`config.mk`:
```
export PLATFORM = sky130hd
export DESIGN_NAME = chasi_top
export DESIGN_NICKNAME = d
export VERILOG_FILES = /design/src/common/chasi_pkg.sv /design/src/core/chasi_top.sv /design/src/core/chasi_channel.sv
export VERILOG_INCLUDE_DIRS = /design/src /design/src/common
export SDC_FILE = /design/constraint.sdc
export NUM_CORES = 1
export LEC_CHECK = 0
export ABC_AREA = 1
export BUFFER_PORTS_ARGS = -buffer_cell sky130_fd_sc_hd__buf_2
export CORE_ASPECT_RATIO = 0.5
export CORE_MARGIN = 2
export CORE_UTILIZATION = 47
export CTS_BUF_LIST = sky130_fd_sc_hd__clkbuf_8
export CTS_CLUSTER_SIZE = 8
export DETAILED_ROUTE_END_ITERATION = 10
export GPL_TIMING_DRIVEN = 0
export HOLD_SLACK_MARGIN = 0.03
export MAX_ROUTING_LAYER = met4
export PLACE_DENSITY_LB_ADDON = 0.3
export SYNTH_ARGS = -nofsm -noshare
export SYNTH_HDL_FRONTEND = slang
export SYNTH_HIERARCHICAL = 1
export SYNTH_SLANG_ARGS = --single-unit
```
`constraint.sdc`:
```
create_clock -name clk -period 1.2 [get_ports clk]
set_clock_uncertainty 0.05 [all_clocks]
set_input_delay 0.36 -clock clk [delete_from_list [all_inputs] [get_ports clk]]
set_output_delay 0.36 -clock clk [all_outputs]
set_load 0.02 [all_outputs]
```
`src/common/chasi_params.svh`:
```
/*
  Offsets, field positions, reset values and sizes for the per-channel
  alarm status and interrupt block.
  Assumes it is included by bare name from the package and the design files.
*/
`ifndef CHASI_PARAMS_SVH
`define CHASI_PARAMS_SVH

// Summary of operation
// RULE1: Violation bit shows line code violations by default
// RULE2: Global mode bit selects counter overflow instead
// RULE3: Violation bit set on LCV, BPV or excess zeros
// RULE4: Loop-code bit follows detector, per-channel mode
// RULE5: All-ones alarm bit follows all-ones detection
// RULE6: Signal-loss bit follows loss-of-signal condition
// RULE7: Pattern bit follows quasi-random pattern detection
// RULE8: Live bits track regardless of interrupt masking
// RULE9: Any status change sets latched change bit
// RULE10: Interrupt needs channel enable and global enable
// RULE11: Reading change register returns then clears it
// RULE12: FIFO source bit: 0 receive, 1 transmit
// RULE13: Both FIFOs at limit reads source one
// RULE14: Six-bit cable attenuation estimate in bits 5:0
// RULE15: FIFO limit bit set when pointers within three
// RULE16: Driver monitor bit set on driver failure
// RULE17: Software sets global and channel enables first
// RULE18: Fourteen channels, stride 0x10 between copies
// RULE19: Change in read cycle survives the clear
// RULE20: All bits zero after reset, bit 7 zero

// ----------------------------------------------------------------
// Register map
// ----------------------------------------------------------------
`define CHASI_NUM_CHANNELS   14
`define CHASI_ADDR_WIDTH     8
`define CHASI_CHAN_STRIDE    8'h10
`define CHASI_OFS_ENABLE     4'h4
`define CHASI_OFS_LIVE       4'h5
`define CHASI_OFS_CHANGE     4'h6
`define CHASI_OFS_SOURCE     4'h7
`define CHASI_REG_RESET      8'h00

// ----------------------------------------------------------------
// Field positions
// ----------------------------------------------------------------
`define CHASI_BIT_EQ         7
`define CHASI_BIT_DRV        6
`define CHASI_BIT_FIFO       5
`define CHASI_BIT_LCV        4
`define CHASI_BIT_LOOP       3
`define CHASI_BIT_AIS        2
`define CHASI_BIT_LOS        1
`define CHASI_BIT_PAT        0
`define CHASI_BIT_SRC        6
`define CHASI_CABLE_WIDTH    6
`define CHASI_FIFO_NEAR      3

`endif

```
`src/common/chasi_pkg.sv`:
```
/*
  Types shared by the alarm status block.
  Assumes chasi_params.svh is on the include path.
*/
`include "chasi_params.svh"

package chasi_pkg;

  // ----------------------------------------------------------------
  // Register selector decoded from the channel offset
  // ----------------------------------------------------------------
  typedef enum {
    CHASI_SEL_NONE,
    CHASI_SEL_ENABLE,
    CHASI_SEL_LIVE,
    CHASI_SEL_CHANGE,
    CHASI_SEL_SOURCE
  } chasi_sel_type;

  typedef logic [7:0] chasi_byte_type;

endpackage : chasi_pkg

```
`src/core/chasi_top.sv`:
```
/*
  Fourteen-channel alarm status, change latch and interrupt block with
  a simple synchronous microprocessor register port.
  Assumes detector inputs and bus strobes are synchronous to clk; the
  per-channel enable registers live in this block, the global enable
  and the global mode bits arrive as plain inputs.
*/
`timescale 1ns/100ps
`include "chasi_params.svh"

module chasi_top #(
  parameter int NUM_CH    = `CHASI_NUM_CHANNELS,
  parameter int PTR_WIDTH = 6
) (
  // Clock and reset
  input  wire logic                          clk,
  input  wire logic                          rst_n,
  // Register port
  input  wire logic [`CHASI_ADDR_WIDTH-1:0]  addr,
  input  wire logic                          read_strobe,
  input  wire logic                          write_strobe,
  input  wire logic [7:0]                    write_data,
  output logic      [7:0]                    read_data,
  output logic                               read_valid,
  // Global controls
  input  wire logic                          global_interrupt_enable,
  input  wire logic                          overflow_mode,
  // Per-channel detector conditions
  input  wire logic [NUM_CH-1:0]             eq_flag_in,
  input  wire logic [NUM_CH-1:0]             driver_fail_in,
  input  wire logic [NUM_CH*PTR_WIDTH-1:0]   rx_fifo_wr_ptr,
  input  wire logic [NUM_CH*PTR_WIDTH-1:0]   rx_fifo_rd_ptr,
  input  wire logic [NUM_CH*PTR_WIDTH-1:0]   tx_fifo_wr_ptr,
  input  wire logic [NUM_CH*PTR_WIDTH-1:0]   tx_fifo_rd_ptr,
  input  wire logic [NUM_CH-1:0]             line_violation_in,
  input  wire logic [NUM_CH-1:0]             counter_overflow_in,
  input  wire logic [NUM_CH-1:0]             loop_code_in,
  input  wire logic [NUM_CH-1:0]             all_ones_in,
  input  wire logic [NUM_CH-1:0]             signal_loss_in,
  input  wire logic [NUM_CH-1:0]             pattern_in,
  input  wire logic [NUM_CH*6-1:0]           cable_attenuation_in,
  // Interrupt
  output logic                               irq_n
);

  // ----------------------------------------------------------------
  // Address decode
  // ----------------------------------------------------------------
  chasi_pkg::chasi_sel_type  sel;
  logic [3:0]                chan_idx;
  logic [NUM_CH-1:0]         enable_wr;
  logic [NUM_CH-1:0]         change_rd;
  logic [NUM_CH-1:0]         chan_pending;
  chasi_pkg::chasi_byte_type irq_enable    [NUM_CH];
  chasi_pkg::chasi_byte_type next_irq_enable [NUM_CH];
  chasi_pkg::chasi_byte_type live_status   [NUM_CH];
  chasi_pkg::chasi_byte_type change_latch  [NUM_CH];
  chasi_pkg::chasi_byte_type source_cable  [NUM_CH];
  logic [7:0]                next_read_data;
  logic                      next_read_valid;
  logic                      next_irq_n;

  // Channel in the high nibble, register in the low one
  always_comb begin
    chan_idx = addr[7:4];                                         // see RULE18
    sel      = chasi_pkg::CHASI_SEL_NONE;
    if (int'(chan_idx) < NUM_CH) begin
      case (addr[3:0])
        `CHASI_OFS_ENABLE: sel = chasi_pkg::CHASI_SEL_ENABLE;
        `CHASI_OFS_LIVE:   sel = chasi_pkg::CHASI_SEL_LIVE;
        `CHASI_OFS_CHANGE: sel = chasi_pkg::CHASI_SEL_CHANGE;
        `CHASI_OFS_SOURCE: sel = chasi_pkg::CHASI_SEL_SOURCE;
        default:           sel = chasi_pkg::CHASI_SEL_NONE;
      endcase
    end
  end

  // ----------------------------------------------------------------
  // Channels
  // ----------------------------------------------------------------
  genvar ch;
  generate
    for (ch = 0; ch < NUM_CH; ch++) begin : g_chan
      // Strobes qualified per channel
      assign enable_wr[ch] = write_strobe && (int'(chan_idx) == ch) &&
                             (sel == chasi_pkg::CHASI_SEL_ENABLE);
      assign change_rd[ch] = read_strobe && (int'(chan_idx) == ch) &&
                             (sel == chasi_pkg::CHASI_SEL_CHANGE); // see RULE11
      // Any latched change gated by its own enable bit
      assign chan_pending[ch] = |(change_latch[ch] & irq_enable[ch]); // see RULE10

      chasi_channel #(
        .PTR_WIDTH (PTR_WIDTH)
      ) u_channel (
        .clk                  (clk),
        .rst_n                (rst_n),
        .eq_flag_in           (eq_flag_in[ch]),
        .driver_fail_in       (driver_fail_in[ch]),
        .rx_fifo_wr_ptr       (rx_fifo_wr_ptr[ch*PTR_WIDTH +: PTR_WIDTH]),
        .rx_fifo_rd_ptr       (rx_fifo_rd_ptr[ch*PTR_WIDTH +: PTR_WIDTH]),
        .tx_fifo_wr_ptr       (tx_fifo_wr_ptr[ch*PTR_WIDTH +: PTR_WIDTH]),
        .tx_fifo_rd_ptr       (tx_fifo_rd_ptr[ch*PTR_WIDTH +: PTR_WIDTH]),
        .line_violation_in    (line_violation_in[ch]),
        .counter_overflow_in  (counter_overflow_in[ch]),
        .loop_code_in         (loop_code_in[ch]),
        .all_ones_in          (all_ones_in[ch]),
        .signal_loss_in       (signal_loss_in[ch]),
        .pattern_in           (pattern_in[ch]),
        .cable_attenuation_in (cable_attenuation_in[ch*6 +: 6]),
        .overflow_mode        (overflow_mode),                    // see RULE2
        .change_read          (change_rd[ch]),
        .live_status          (live_status[ch]),
        .change_latch         (change_latch[ch]),
        .source_and_cable     (source_cable[ch])
      );
    end
  endgenerate

  // ----------------------------------------------------------------
  // Enable registers, read mux and interrupt
  // ----------------------------------------------------------------
  // Enable register: plain read/write, clear after reset
  always_comb begin
    for (int i = 0; i < NUM_CH; i++) begin
      next_irq_enable[i] = enable_wr[i] ? write_data : irq_enable[i];
    end
  end

  // Read returns the value before the clear takes effect
  always_comb begin
    next_read_valid = read_strobe;
    next_read_data  = 8'h00;                                      // Unmapped reads zero
    if (read_strobe) begin
      case (sel)
        chasi_pkg::CHASI_SEL_ENABLE: next_read_data = irq_enable[chan_idx];
        chasi_pkg::CHASI_SEL_LIVE:   next_read_data = live_status[chan_idx];
        chasi_pkg::CHASI_SEL_CHANGE: next_read_data = change_latch[chan_idx]; // see RULE11
        chasi_pkg::CHASI_SEL_SOURCE: next_read_data = source_cable[chan_idx];
        default:                     next_read_data = 8'h00;
      endcase
    end
    // Pin stays quiet until software sets the global enable too
    next_irq_n = !(global_interrupt_enable && (|chan_pending));   // see RULE10, RULE17
  end

  // Registered outputs; interrupt deasserted during reset
  always_ff @(posedge clk or negedge rst_n) begin
    if (!rst_n) begin
      for (int i = 0; i < NUM_CH; i++) begin
        irq_enable[i] <= `CHASI_REG_RESET;
      end
      read_data  <= `CHASI_REG_RESET;
      read_valid <= 1'b0;
      irq_n      <= 1'b1;
    end else begin
      for (int i = 0; i < NUM_CH; i++) begin
        irq_enable[i] <= next_irq_enable[i];
      end
      read_data  <= next_read_data;
      read_valid <= next_read_valid;
      irq_n      <= next_irq_n;
    end
  end

endmodule : chasi_top

```
`src/core/chasi_channel.sv`:
```
/*
  One channel's live status, change latch and FIFO source / cable bits.
  Assumes detector inputs are synchronous to clk and registered upstream.
*/
`timescale 1ns/100ps
`include "chasi_params.svh"

module chasi_channel #(
  parameter int PTR_WIDTH = 6
) (
  // Clock and reset
  input  wire logic                  clk,
  input  wire logic                  rst_n,
  // Detector conditions
  input  wire logic                  eq_flag_in,
  input  wire logic                  driver_fail_in,
  input  wire logic [PTR_WIDTH-1:0]  rx_fifo_wr_ptr,
  input  wire logic [PTR_WIDTH-1:0]  rx_fifo_rd_ptr,
  input  wire logic [PTR_WIDTH-1:0]  tx_fifo_wr_ptr,
  input  wire logic [PTR_WIDTH-1:0]  tx_fifo_rd_ptr,
  input  wire logic                  line_violation_in,
  input  wire logic                  counter_overflow_in,
  input  wire logic                  loop_code_in,
  input  wire logic                  all_ones_in,
  input  wire logic                  signal_loss_in,
  input  wire logic                  pattern_in,
  input  wire logic [5:0]            cable_attenuation_in,
  input  wire logic                  overflow_mode,
  // Register access
  input  wire logic                  change_read,
  output chasi_pkg::chasi_byte_type  live_status,
  output chasi_pkg::chasi_byte_type  change_latch,
  output chasi_pkg::chasi_byte_type  source_and_cable
);

  chasi_pkg::chasi_byte_type next_live_status;
  chasi_pkg::chasi_byte_type next_change_latch;
  chasi_pkg::chasi_byte_type next_source_and_cable;
  logic [PTR_WIDTH-1:0]      rx_gap;
  logic [PTR_WIDTH-1:0]      tx_gap;
  logic                      rx_near;
  logic                      tx_near;

  // ----------------------------------------------------------------
  // Next-state computation
  // ----------------------------------------------------------------
  // Pointer distance either way round; wrap handled by modulo arithmetic
  always_comb begin
    rx_gap  = rx_fifo_wr_ptr - rx_fifo_rd_ptr;
    tx_gap  = tx_fifo_wr_ptr - tx_fifo_rd_ptr;
    rx_near = (rx_gap <= PTR_WIDTH'(`CHASI_FIFO_NEAR)) ||
              (rx_gap >= PTR_WIDTH'(-`CHASI_FIFO_NEAR));          // see RULE15
    tx_near = (tx_gap <= PTR_WIDTH'(`CHASI_FIFO_NEAR)) ||
              (tx_gap >= PTR_WIDTH'(-`CHASI_FIFO_NEAR));          // see RULE15
    // Live bits ignore enables entirely
    next_live_status                  = 8'h00;                    // see RULE8
    next_live_status[`CHASI_BIT_EQ]   = eq_flag_in;
    next_live_status[`CHASI_BIT_DRV]  = driver_fail_in;           // see RULE16
    next_live_status[`CHASI_BIT_FIFO] = rx_near | tx_near;        // see RULE15
    next_live_status[`CHASI_BIT_LCV]  = overflow_mode ? counter_overflow_in // see RULE2
                                                      : line_violation_in;  // see RULE1, RULE3
    next_live_status[`CHASI_BIT_LOOP] = loop_code_in;             // see RULE4
    next_live_status[`CHASI_BIT_AIS]  = all_ones_in;              // see RULE5
    next_live_status[`CHASI_BIT_LOS]  = signal_loss_in;           // see RULE6
    next_live_status[`CHASI_BIT_PAT]  = pattern_in;               // see RULE7
    // Set wins over the read clear so no edge is lost
    next_change_latch = (change_read ? 8'h00 : change_latch)      // see RULE11
                      | (next_live_status ^ live_status);         // see RULE9, RULE19
    // Bit 7 stays zero; transmit wins when both FIFOs are at limit
    next_source_and_cable = {1'b0,
                             tx_near,                             // see RULE12, RULE13
                             cable_attenuation_in};               // see RULE14, RULE20
  end

  // Registers only; all start clear
  always_ff @(posedge clk or negedge rst_n) begin
    if (!rst_n) begin
      live_status      <= `CHASI_REG_RESET;                       // see RULE20
      change_latch     <= `CHASI_REG_RESET;
      source_and_cable <= `CHASI_REG_RESET;
    end else begin
      live_status      <= next_live_status;
      change_latch     <= next_change_latch;
      source_and_cable <= next_source_and_cable;
    end
  end

endmodule : chasi_channel

```
# Yosys cells after proc, flatten, opt, wreduce, memory -nomap -nowiden
# Cells that the tools add are included.
# Widths: inputs -> output; s select.
[totals]
inputBits = 554
output_inout_bits = 10
word_cells = 357
ff_bits = 444
[op_classes]
magnitude_cmp = 58
n_bitwise = 57
addsub = 28
n_reduce_logical = 88
eq_ne = 23
n_mux = 44
[ops]
columns = ["cell", "count"]
rows = [
  ["$mux 8", 23],
  ["$ge 6x6->1 const B", 28],
  ["$le 6x2->1 const B", 28],
  ["$sub 6x6->6", 28],
  ["$bmux 8 s4", 4],
  ["$and 8x8->8", 14],
  ["$or 8x8->8", 14],
  ["$reduce_or 112->1", 1],
  ["$xor 8x8->8", 14],
  ["$eq 32x2->1 const B", 3],
  ["$eq 32x3->1 const B", 2],
  ["$logic_and 1x1->1", 57],
  ["$eq 32x1->1 const B", 1],
  ["$eq 4x3->1 const B", 8],
  ["$eq 4x4->1 const B", 8],
  ["$mux 32", 1],
  ["$pmux 8 s4", 1],
  ["$logic_or 1x1->1", 28],
  ["$mux 1", 14],
  ["$or 1x1->1", 14],
  ["$pmux 3 s4", 1],
  ["$ge 5x5->1 const B", 1],
  ["$not 4->5", 1],
  ["$eq 4x2->1 const B", 1],
  ["other kinds (3)", 3],
]

# Logic depth before layout (Yosys ltp)
# Gate-level depths: netlist of the first run.
[depth]
ltp_word = 7
ltp_mapped = 14
mapped_depth_nobuf = 14

# Hierarchy
# The synthesis of the first run kept the hierarchy.
[modules_own_cells]
columns = ["module", "area_each_um2", "cells_each", "seq_area_each_um2", "n_inst"]
rows = [
  ["chasi_channel at g_chan[11].u_channel ...", 1519.0, 198, 575.6, 10],
  ["chasi_top", 9947.0, 1703, 3054.2, 1],
  ["chasi_channel at g_chan[0].u_channel ...", 1470.2, 199, 575.6, 3],
  ["chasi_channel at g_chan[9].u_channel", 1517.7, 195, 575.6, 1],
]

# Worst setup path after synthesis of the first run
# OpenSTA, ideal clock, no wires.
[synth_timing]
path_kind = "input -> register"
startpoint = "input addr[2]"
endpoint = "register g_chan[3].u_channel.change_latch[5]"
setup_time_ps = 122
slack_ps = -631
stages = 10
arrival_ps = 1660
required_ps = 1028
path_cell_list = "inv_1 > nor2_1 > nand3_1 > nor2_2 > nand2_1 > clkbuf_1 > nor3_1 > inv_1 > nand2_1 > nand3_2"
[synth_via]
elab_chain_len = 7
[synth_rtl]
columns = ["element", "line", "text"]
rows = [
  ["from (decl)", "chasi_top.sv:19", "input wire logic [`CHASI_ADDR_WIDTH-1:0] addr,"],
  ["$eq 4x3->1", "chasi_top.sv:68", "case (addr[3:0])"],
  ["$pmux 3 s4 (*)", "chasi_top.sv:68", ""],
  ["$mux 32 (*)", "chasi_top.sv:67", "if (int'(chan_idx) < NUM_CH) begin"],
  ["$eq 32x3->1 (*)", "chasi_top.sv:88", "(sel == chasi_pkg::CHASI_SEL_CHANGE);"],
  ["$logic_and 1x1->1 (*)", "chasi_top.sv:87", "assign change_rd[ch] = read_strobe && (int'(chan_idx) == ch) &&"],
  ["net change_rd[3]", "chasi_top.sv:52", "logic [NUM_CH-1:0] change_rd;"],
  ["$mux 8 (*)", "chasi_channel.sv:67", "next_change_latch = (change_read ? 8'h00 : change_latch)"],
  ["$or 8x8->8 (*)", "chasi_channel.sv:68", "| (next_live_status ^ live_status);"],
  ["net g_chan[3].u_channel.next_change_latch[5]", "chasi_channel.sv:37", "chasi_pkg::chasi_byte_type next_change_latch;"],
  ["to (signal assigned)", "chasi_channel.sv:79", "change_latch <= `CHASI_REG_RESET;"],
  ["to (signal assigned)", "chasi_channel.sv:83", "change_latch <= next_change_latch;"],
  ["to (decl)", "chasi_channel.sv:32", "output chasi_pkg::chasi_byte_type change_latch,"],
]
# Mark *: on every way through the listed nets, which the timed path passes. The rest lies on a longest branch.
# A chain may end at the register's enable or synchronous reset.

# Worst setup path after layout of the first run
[layout_timing]
startpoint = "register irq_n"
endpoint = "output irq_n"
[layout_rtl]
columns = ["element", "line", "text"]
rows = [
  ["from (decl)", "chasi_top.sv:43", "output logic irq_n"],
  ["from (signal assigned)", "chasi_top.sv:161", "irq_n <= next_irq_n;"],
]
# No word-level cell between the ends.

==> run metrics, run 1 <==
status finished with violations; failing checks hold timing, setup timing; CTS sink cnt 444; Worst-Margin Slew 0.957 ns; Most used DFF post-synth dfrtp_1; Remaining Overflow, GRT 0; Max Cap Viol 0; final hold slack -0.403 ns; max-slew violations 0; fin util 67.5%; CP Launch Type register; Setup WS post-layout -0.530 ns; largest net degree at the start of global routing 111; io pins 564; clock power share 32.0%; internal power 0.0290 W; library cells used by synthesis 40; placed instance count 5925; Post-Syn Instances 4475; global-route wire length before repair 174 mm; vias 33500; met3 routed WL 10.5 mm; root buf cell clkbuf_8; #FFs+latches synth 444; CP Cell Sequence buf_6; Iteration-0 DRC Markers 2729; Seq/Total Area, Yosys 35.8%; sequential share of power 36.9%; drt first pass iters 6; NetSw 0.0153 W; fin crit period 1.73 ns; Die Area 68300 um2; r2r startpoint g_chan[5].u_channel/change_latch[7]; met2 routed WL 55.3 mm; CP max-delay cell dfstp_2; gpl congestion 1.05; asr flop ratio synth 100%; synth-to-layout area growth 41.6%; share of cells above drive strength 1 35.9%; met1 wire length 44.3 mm; Synth top area share 35.7%; dpl hpwl 84.4 mm; Yosys top cell by area dfrtp_1; Post-Syn Nets 5197; R2R depth 9; vias in the first global route 32900; Crit. End Element primary output; EDFF count, synth 0; critical path type register to primary output; DRC violations left 0; Non-Filler Instances 6392; final wirelength 116 mm; vias per std cell 5.24; Max Root-Sink Buffers 3; Total GRT Usage 33.5%; largest cells by area after synthesis dfrtp_1, nand2_1, inv_1; Die W 368 um; clock buffer count from CTS 75; PwrDens 1010 nW/um2; Req. time, crit path 0.79 ns; Clk pin slew, worst setup/hold paths 0.06 ns; H-tree levels 3; RR Endpoint irq_n; Pleak 23.3 nW; Routed WL per cell 18.1 um; Reg2Reg Setup Slack -0.46 ns; antenna violations before repair 18; setup violation total in the final timing report 208; Slew headroom 36.2%; critical path buffer and inverter count 1; peak supply drop 0.595 mV; Logic pwr share 31.1%; Final Hold Vio Count 69; worst hold-check path type input pin to async pin; Mapped Area 31100 um2; worst-path fanout max 1; worst skew pair latency 0.69 ns; arrival time worst endpoint 1.32 ns; Routed Antenna Nets 0; Tcrit/Tclk final 144%; Initial Utilization 47.7%; YS warnings 6; CTS tree done; crit-path leading delay family flip-flops; Die Y-Extent 186 um; # nets final 6161; max incr delay on CP 0.53 ns; Max Freq 578 MHz; PortBufs 562; mean area per synthesized cell 6.94 um2; Core Rows 66; RSZ-0062 raised after global routing yes; Net Sw Frac 34.6%; final setup TNS -17.35 ns; top layer in use met4; core region area 65200 um2
==> final cells by class <==
| class | instances | area (um2) |
|---|---|---|
| Fill cell | 5277 | 21200 |
| Multi-Input combinational cell | 3279 | 19700 |
| Sequential cell | 444 | 11100 |
| Timing Repair Buffer | 888 | 6540 |
| Inverter | 651 | 2890 |
| Clock buffer | 95 | 1310 |
| Tap cell | 884 | 1110 |
| Buffer | 100 | 1050 |
| Clock inverter | 33 | 208 |
| Antenna cell | 18 | 45.0 |
==> metrics by stage <==
step	worst slack (ns)	area, um2	power, W
global route	-0.543	44000	0.0464
floorplan	-0.562	32600	0.0236
detailed placement	-1.31	36700	0.0275
global placement	-9.17	36500	0.0270
finish	-0.530	44000	0.0442
CTS	-0.550	42100	0.0431
==> flip-flops by register name, indices dropped and copies added (netlist names) <==
| signal | flops |
|---|---|
| g_chan.u_channel/change_latch | 112 |
| g_chan.u_channel/live_status | 112 |
| g_chan.u_channel/source_and_cable | 98 |
| irq_enable | 112 |
| irq_n | 1 |
| read_data | 8 |
| read_valid | 1 |
==> cell usage in the layout, fill, tap and decap left out, drive strengths merged, types with 2 or more instances in the layout <==
cell / count
diode: 18
a21oi: 137
dfrtp: 443
dlygate4sd3: 208
nor3: 12
nand3b: 2
clkinv: 35
nand4: 70
or2: 99
and2: 7
clkbuf: 132
fa: 28
o21ai: 124
bufinv: 2
a22o: 18
nand3: 437
nor2: 538
inv: 642
buf: 742
nand2: 1595
ha: 140
xnor2: 43
clkinvlp: 5
o22ai: 2
and3: 2
xor2: 11
conb: 14
==> metal layers <==
| metal | GRT usage [%] | vias to the layer above |
|---|---|---|
| li1 | - | 15800 |
| met2 | 55.6 | 1481 |
| met4 | 14.4 | 0 |
| met5 | - | - |
| met1 | 39.6 | 15800 |
| met3 | 7.46 | 421 |
==> worst max path at each step <==
stage,startpoint,end,slack [ns],depth (start not counted)
6_report,irq_n,irq_n,-0.53,1
4_1_cts,irq_n,irq_n,-0.55,1
2_1_floorplan,rx_fifo_wr_ptr[18],g_chan[3].u_channel/change_latch[5],-0.56,11
5_1_grt,irq_n,irq_n,-0.54,1
3_5_place_dp,addr[4],read_data[3],-1.31,14
3_3_place_gp,rst_n,g_chan[9].u_channel/source_and_cable[1],-9.17,1
==> cells by family (layout without fill, tap and decap cells) <==
group	after synthesis	after routing	synth area share, %
compound gates	281	281	5.43
other cells	14	32	0.169
buf+inv	752	1767	9.79
flops	444	444	35.8
fa+ha+maj	168	168	7.44
xor+xnor	54	54	1.52
simple gates	2762	2762	39.9
==> cells in the mapped netlist (all sizes together) (12+ instances only) <==
cell	instances
xnor2	43
a22o	18
ha	140
clkbuf	38
conb	14
fa	28
o21ai	124
inv	625
a21oi	137
nor2	538
dfrtp	443
nand4	70
nand2	1595
nor3	12
nand3	437
or2	99
buf	63
clkinv	26
==> power by group through the flow <==
stage | Sequential (W) | Combinational [W] | Clock (W)
finish | 0.0163 | 0.0138 | 0.0141
global route | 0.0164 | 0.0151 | 0.0149
CTS | 0.0163 | 0.0127 | 0.0142
detailed placement | 0.0166 | 0.0109 | 0
global placement | 0.0165 | 0.0105 | 0
floorplan | 0.0164 | 0.00718 | 0
==> what timing repair did <==
item                                    in CTS  in global routing
buffers inserted                            65                 43
endpoints found under the hold margin      352                 74
endpoints found under the setup margin     254                168
gates cloned                                 3                  3
gates resized for setup                    373                392
pin swaps                                  255                232
hold buffers                               207                  5
No activity file was read; power rests on OpenSTA's default activity.
==> run 2: changes to the inputs <==
--- a/config.mk
+++ b/config.mk
@@ -7,13 +7,12 @@
 export NUM_CORES = 1
 export LEC_CHECK = 0
 export ABC_AREA = 1
-export BUFFER_PORTS_ARGS = -buffer_cell sky130_fd_sc_hd__buf_2
-export CORE_ASPECT_RATIO = 0.5
 export CORE_MARGIN = 2
 export CORE_UTILIZATION = 47
 export CTS_BUF_LIST = sky130_fd_sc_hd__clkbuf_8
 export CTS_CLUSTER_SIZE = 8
 export DETAILED_ROUTE_END_ITERATION = 10
+export DONT_BUFFER_PORTS = 1
 export GPL_TIMING_DRIVEN = 0
 export HOLD_SLACK_MARGIN = 0.03
 export MAX_ROUTING_LAYER = met4
==> run 2 against run 1 <==
Effect of this change: the run ends with hold timing, slew limit, setup timing left; power decreased by 5.3%; flip-flop and latch count unchanged; first-iteration DRC count decreased by 5.3%; final cell count decreased by 9.7%; critical endpoint is now irq_n; largest cell class unchanged; largest power group unchanged.
==> run metrics, run 2 (synthesis gave the netlist of run 1 again) <==
Die W 261 um (was 368 um); total power 0.0419 W (was 0.0442 W); worst skew pair latency 0.69 ns (about the same); setup violation total in the final timing report 107 (was 208); Max Cap Viol 0 (unchanged); RSZ-0062 raised after global routing yes (unchanged); PortBufs 0 (was 562); crit-path leading delay family simple AND/OR/NAND/NOR gates (was flip-flops); Pleak 20.5 nW (was 23.3 nW); GRT Max-Usage Layer met2 (unchanged); met1 GRT Util 39.2% (was 39.6%); dpl cell area 33700 um2 (was 36700 um2); r2r startpoint irq_enable[14] (was g_chan[5].u_channel/change_latch[7]); met2 Use GR 50.7% (was 55.6%); PwrDens 1060 nW/um2 (was 1010 nW/um2); Die Area 68200 um2 (was 68300 um2); fin crit period 1.80 ns (was 1.73 ns); antenna violations before repair 13 (was 18); max incr delay on CP 0.40 ns (was 0.53 ns); Core Rows 94 (was 66); final wirelength 109 mm (was 116 mm); Routed WL per cell 18.9 um (was 18.1 um); Final Instance Area 39500 um2 (was 44000 um2); largest net degree at the start of global routing 445 (was 111); worst-path fanout max 2 (was 1); most frequent cells in the layout nand2_1, inv_1, nor2_1, dfrtp_1, nand3_1 (was nand2_1, buf_2, inv_1, nor2_1, dfrtp_1); vias in the first global route 28900 (was 32900); largest registers g_chan.u_channel/change_latch: 112 flops, g_chan.u_channel/live_status: 112 flops, irq_enable: 112 flops (unchanged); vias per std cell 5.27 (was 5.24); final setup TNS -14.10 ns (was -17.35 ns); Crit. End Element register (was primary output); global-route wire length before repair 161 mm (was 174 mm); max-slew violations 239 (was 0); Req. time, crit path 1.74 ns (was 0.79 ns); Worst-Margin Slew 2.12 ns (was 0.957 ns); status finished with violations (unchanged); failing checks hold timing, slew limit, setup timing (was hold timing, setup timing); vias 30400 (was 33500); Slew headroom -41.1% (was 36.2%); critical path buffer and inverter count 0 (was 1); H-tree levels 3 (unchanged); peak supply drop 0.698 mV (was 0.595 mV); CP max-delay cell dfrtp_1 (was dfstp_2); crit path launch irq_enable[14] (was irq_n); Clk pin slew, worst setup/hold paths 0.06 ns (about the same); gpl congestion 1.01 (was 1.05); core region area 65600 um2 (was 65200 um2); DRC violations left 0 (unchanged); Max Root-Sink Buffers 3 (unchanged); CTS sink cnt 444 (unchanged); Routed Antenna Nets 0 (unchanged); share of cells above drive strength 1 24.8% (was 35.9%); # nets final 5559 (was 6161); Final Hold Vio Count 443 (was 69); critical path type register to register (was register to primary output); routing usage on met3 6.94% (was 7.46%); drt first pass iters 8 (was 6); dpl hpwl 82.2 mm (was 84.4 mm); most common cell after layout, fill and taps aside nand2_1 (unchanged); CTS tree done (unchanged); Iteration-0 DRC Markers 2584 (was 2729); final hold slack -0.644 ns (was -0.403 ns); io pins 564 (unchanged); root buf cell clkbuf_8 (unchanged); Setup WS post-layout -0.596 ns (was -0.530 ns); Initial Utilization 47.3% (was 47.7%); CP Launch Type register (unchanged); CP Cell Sequence nand2_1 -> nand4_1 -> nand3b_1 -> nor2_2 -> nand2_2 -> nor2_2 -> nand2_1 -> nand2_2 (was buf_6); arrival time worst endpoint 2.34 ns (was 1.32 ns); Remaining Overflow, GRT 0 (unchanged); Die Y-Extent 261 um (was 186 um); Total GRT Usage 31.9% (was 33.5%); synth-to-layout area growth 27.0% (was 41.6%); clock buffer count from CTS 78 (was 75); Tcrit/Tclk final 150% (was 144%); Max Freq 557 MHz (was 578 MHz); worst hold-check path type input pin to async pin (unchanged)
-- run 2: changes by cell type in the layout (fill, tap and decap cells not counted), sizes merged --
| cell | previous run | this run |
|---|---|---|
| dlygate4sd3 | 208 | 225 |
| clkbuf | 132 | 137 |
| clkinvlp | 5 | 4 |
| dlymetal6s4s | 0 | 3 |
| clkinv | 35 | 41 |
| clkdlybuf4s15 | 1 | 0 |
| buf | 742 | 115 |
| diode | 18 | 15 |
| bufinv | 2 | 3 |
-- run 2: layout make-up --
| type | count | area (um2) |
|---|---|---|
| Antenna cell | 15 | 37.5 |
| Buffer | 101 | 883 |
| Clock buffer | 97 | 1340 |
| Clock inverter | 39 | 249 |
| Fill cell | 5867 | 26200 |
| Inverter | 651 | 2950 |
| Multi-Input combinational cell | 3279 | 19000 |
| Sequential cell | 444 | 11100 |
| Tap cell | 864 | 1080 |
| Timing Repair Buffer | 282 | 2780 |
-- run 2: per-stage QoR --
stage | std cells | util [%] | setup slack [ns] | hold WS, ns
2_1_floorplan | 4475 | - | -0.562 | 0.0144
3_5_place_dp | 5339 | 51.4 | -1.42 | 0.0384
6_report | 5772 | 60.1 | -0.596 | -0.644
4_1_cts | 5718 | 57.8 | -0.498 | -0.677
5_1_grt | 5770 | 60.1 | -0.599 | -0.665
3_3_place_gp | 5339 | 51.4 | -1.37 | 0.0375
-- run 2: power by group --
group          leakage (nW)  internal, W  switching (W)
sequential             5.06       0.0158       0.000581
clock                 0.907      0.00790        0.00650
combinational          14.5      0.00442        0.00670
-- run 2: worst paths after layout --
| check | to | slack (ns) | depth (start not counted) |
|---|---|---|---|
| setup / recovery | irq_n | -0.60 | 8 |
| hold / removal | g_chan[4].u_channel/source_and_cable[1] | -0.64 | 0 |
| setup reg to reg | irq_n | -0.60 | 8 |
| hold reg to reg | g_chan[4].u_channel/change_latch[2] | 0.43 | 2 |
| max in group asynchronous | g_chan[3].u_channel/change_latch[5] | -0.01 | 0 |
| min in group clk | irq_enable[90] | 0.01 | 5 |
-- run 2: repair_timing --
action / in CTS / in global routing
pin swaps: 50 / 225
buffers inserted: 23 / 32
gates resized for setup: 105 / 355
hold buffers: 220 / 22
hold endpoints to repair: 784 / 466
cloned: 0 / 1
endpoints found under the setup margin: 143 / 160
-- run 2: metal layers --
metal | vias up | wire, um
li1 | 14600 | -
met1 | 14200 | 43000
met2 | 1325 | 51300
met3 | 370 | 9440
met4 | 0 | 5520
met5 | - | 0
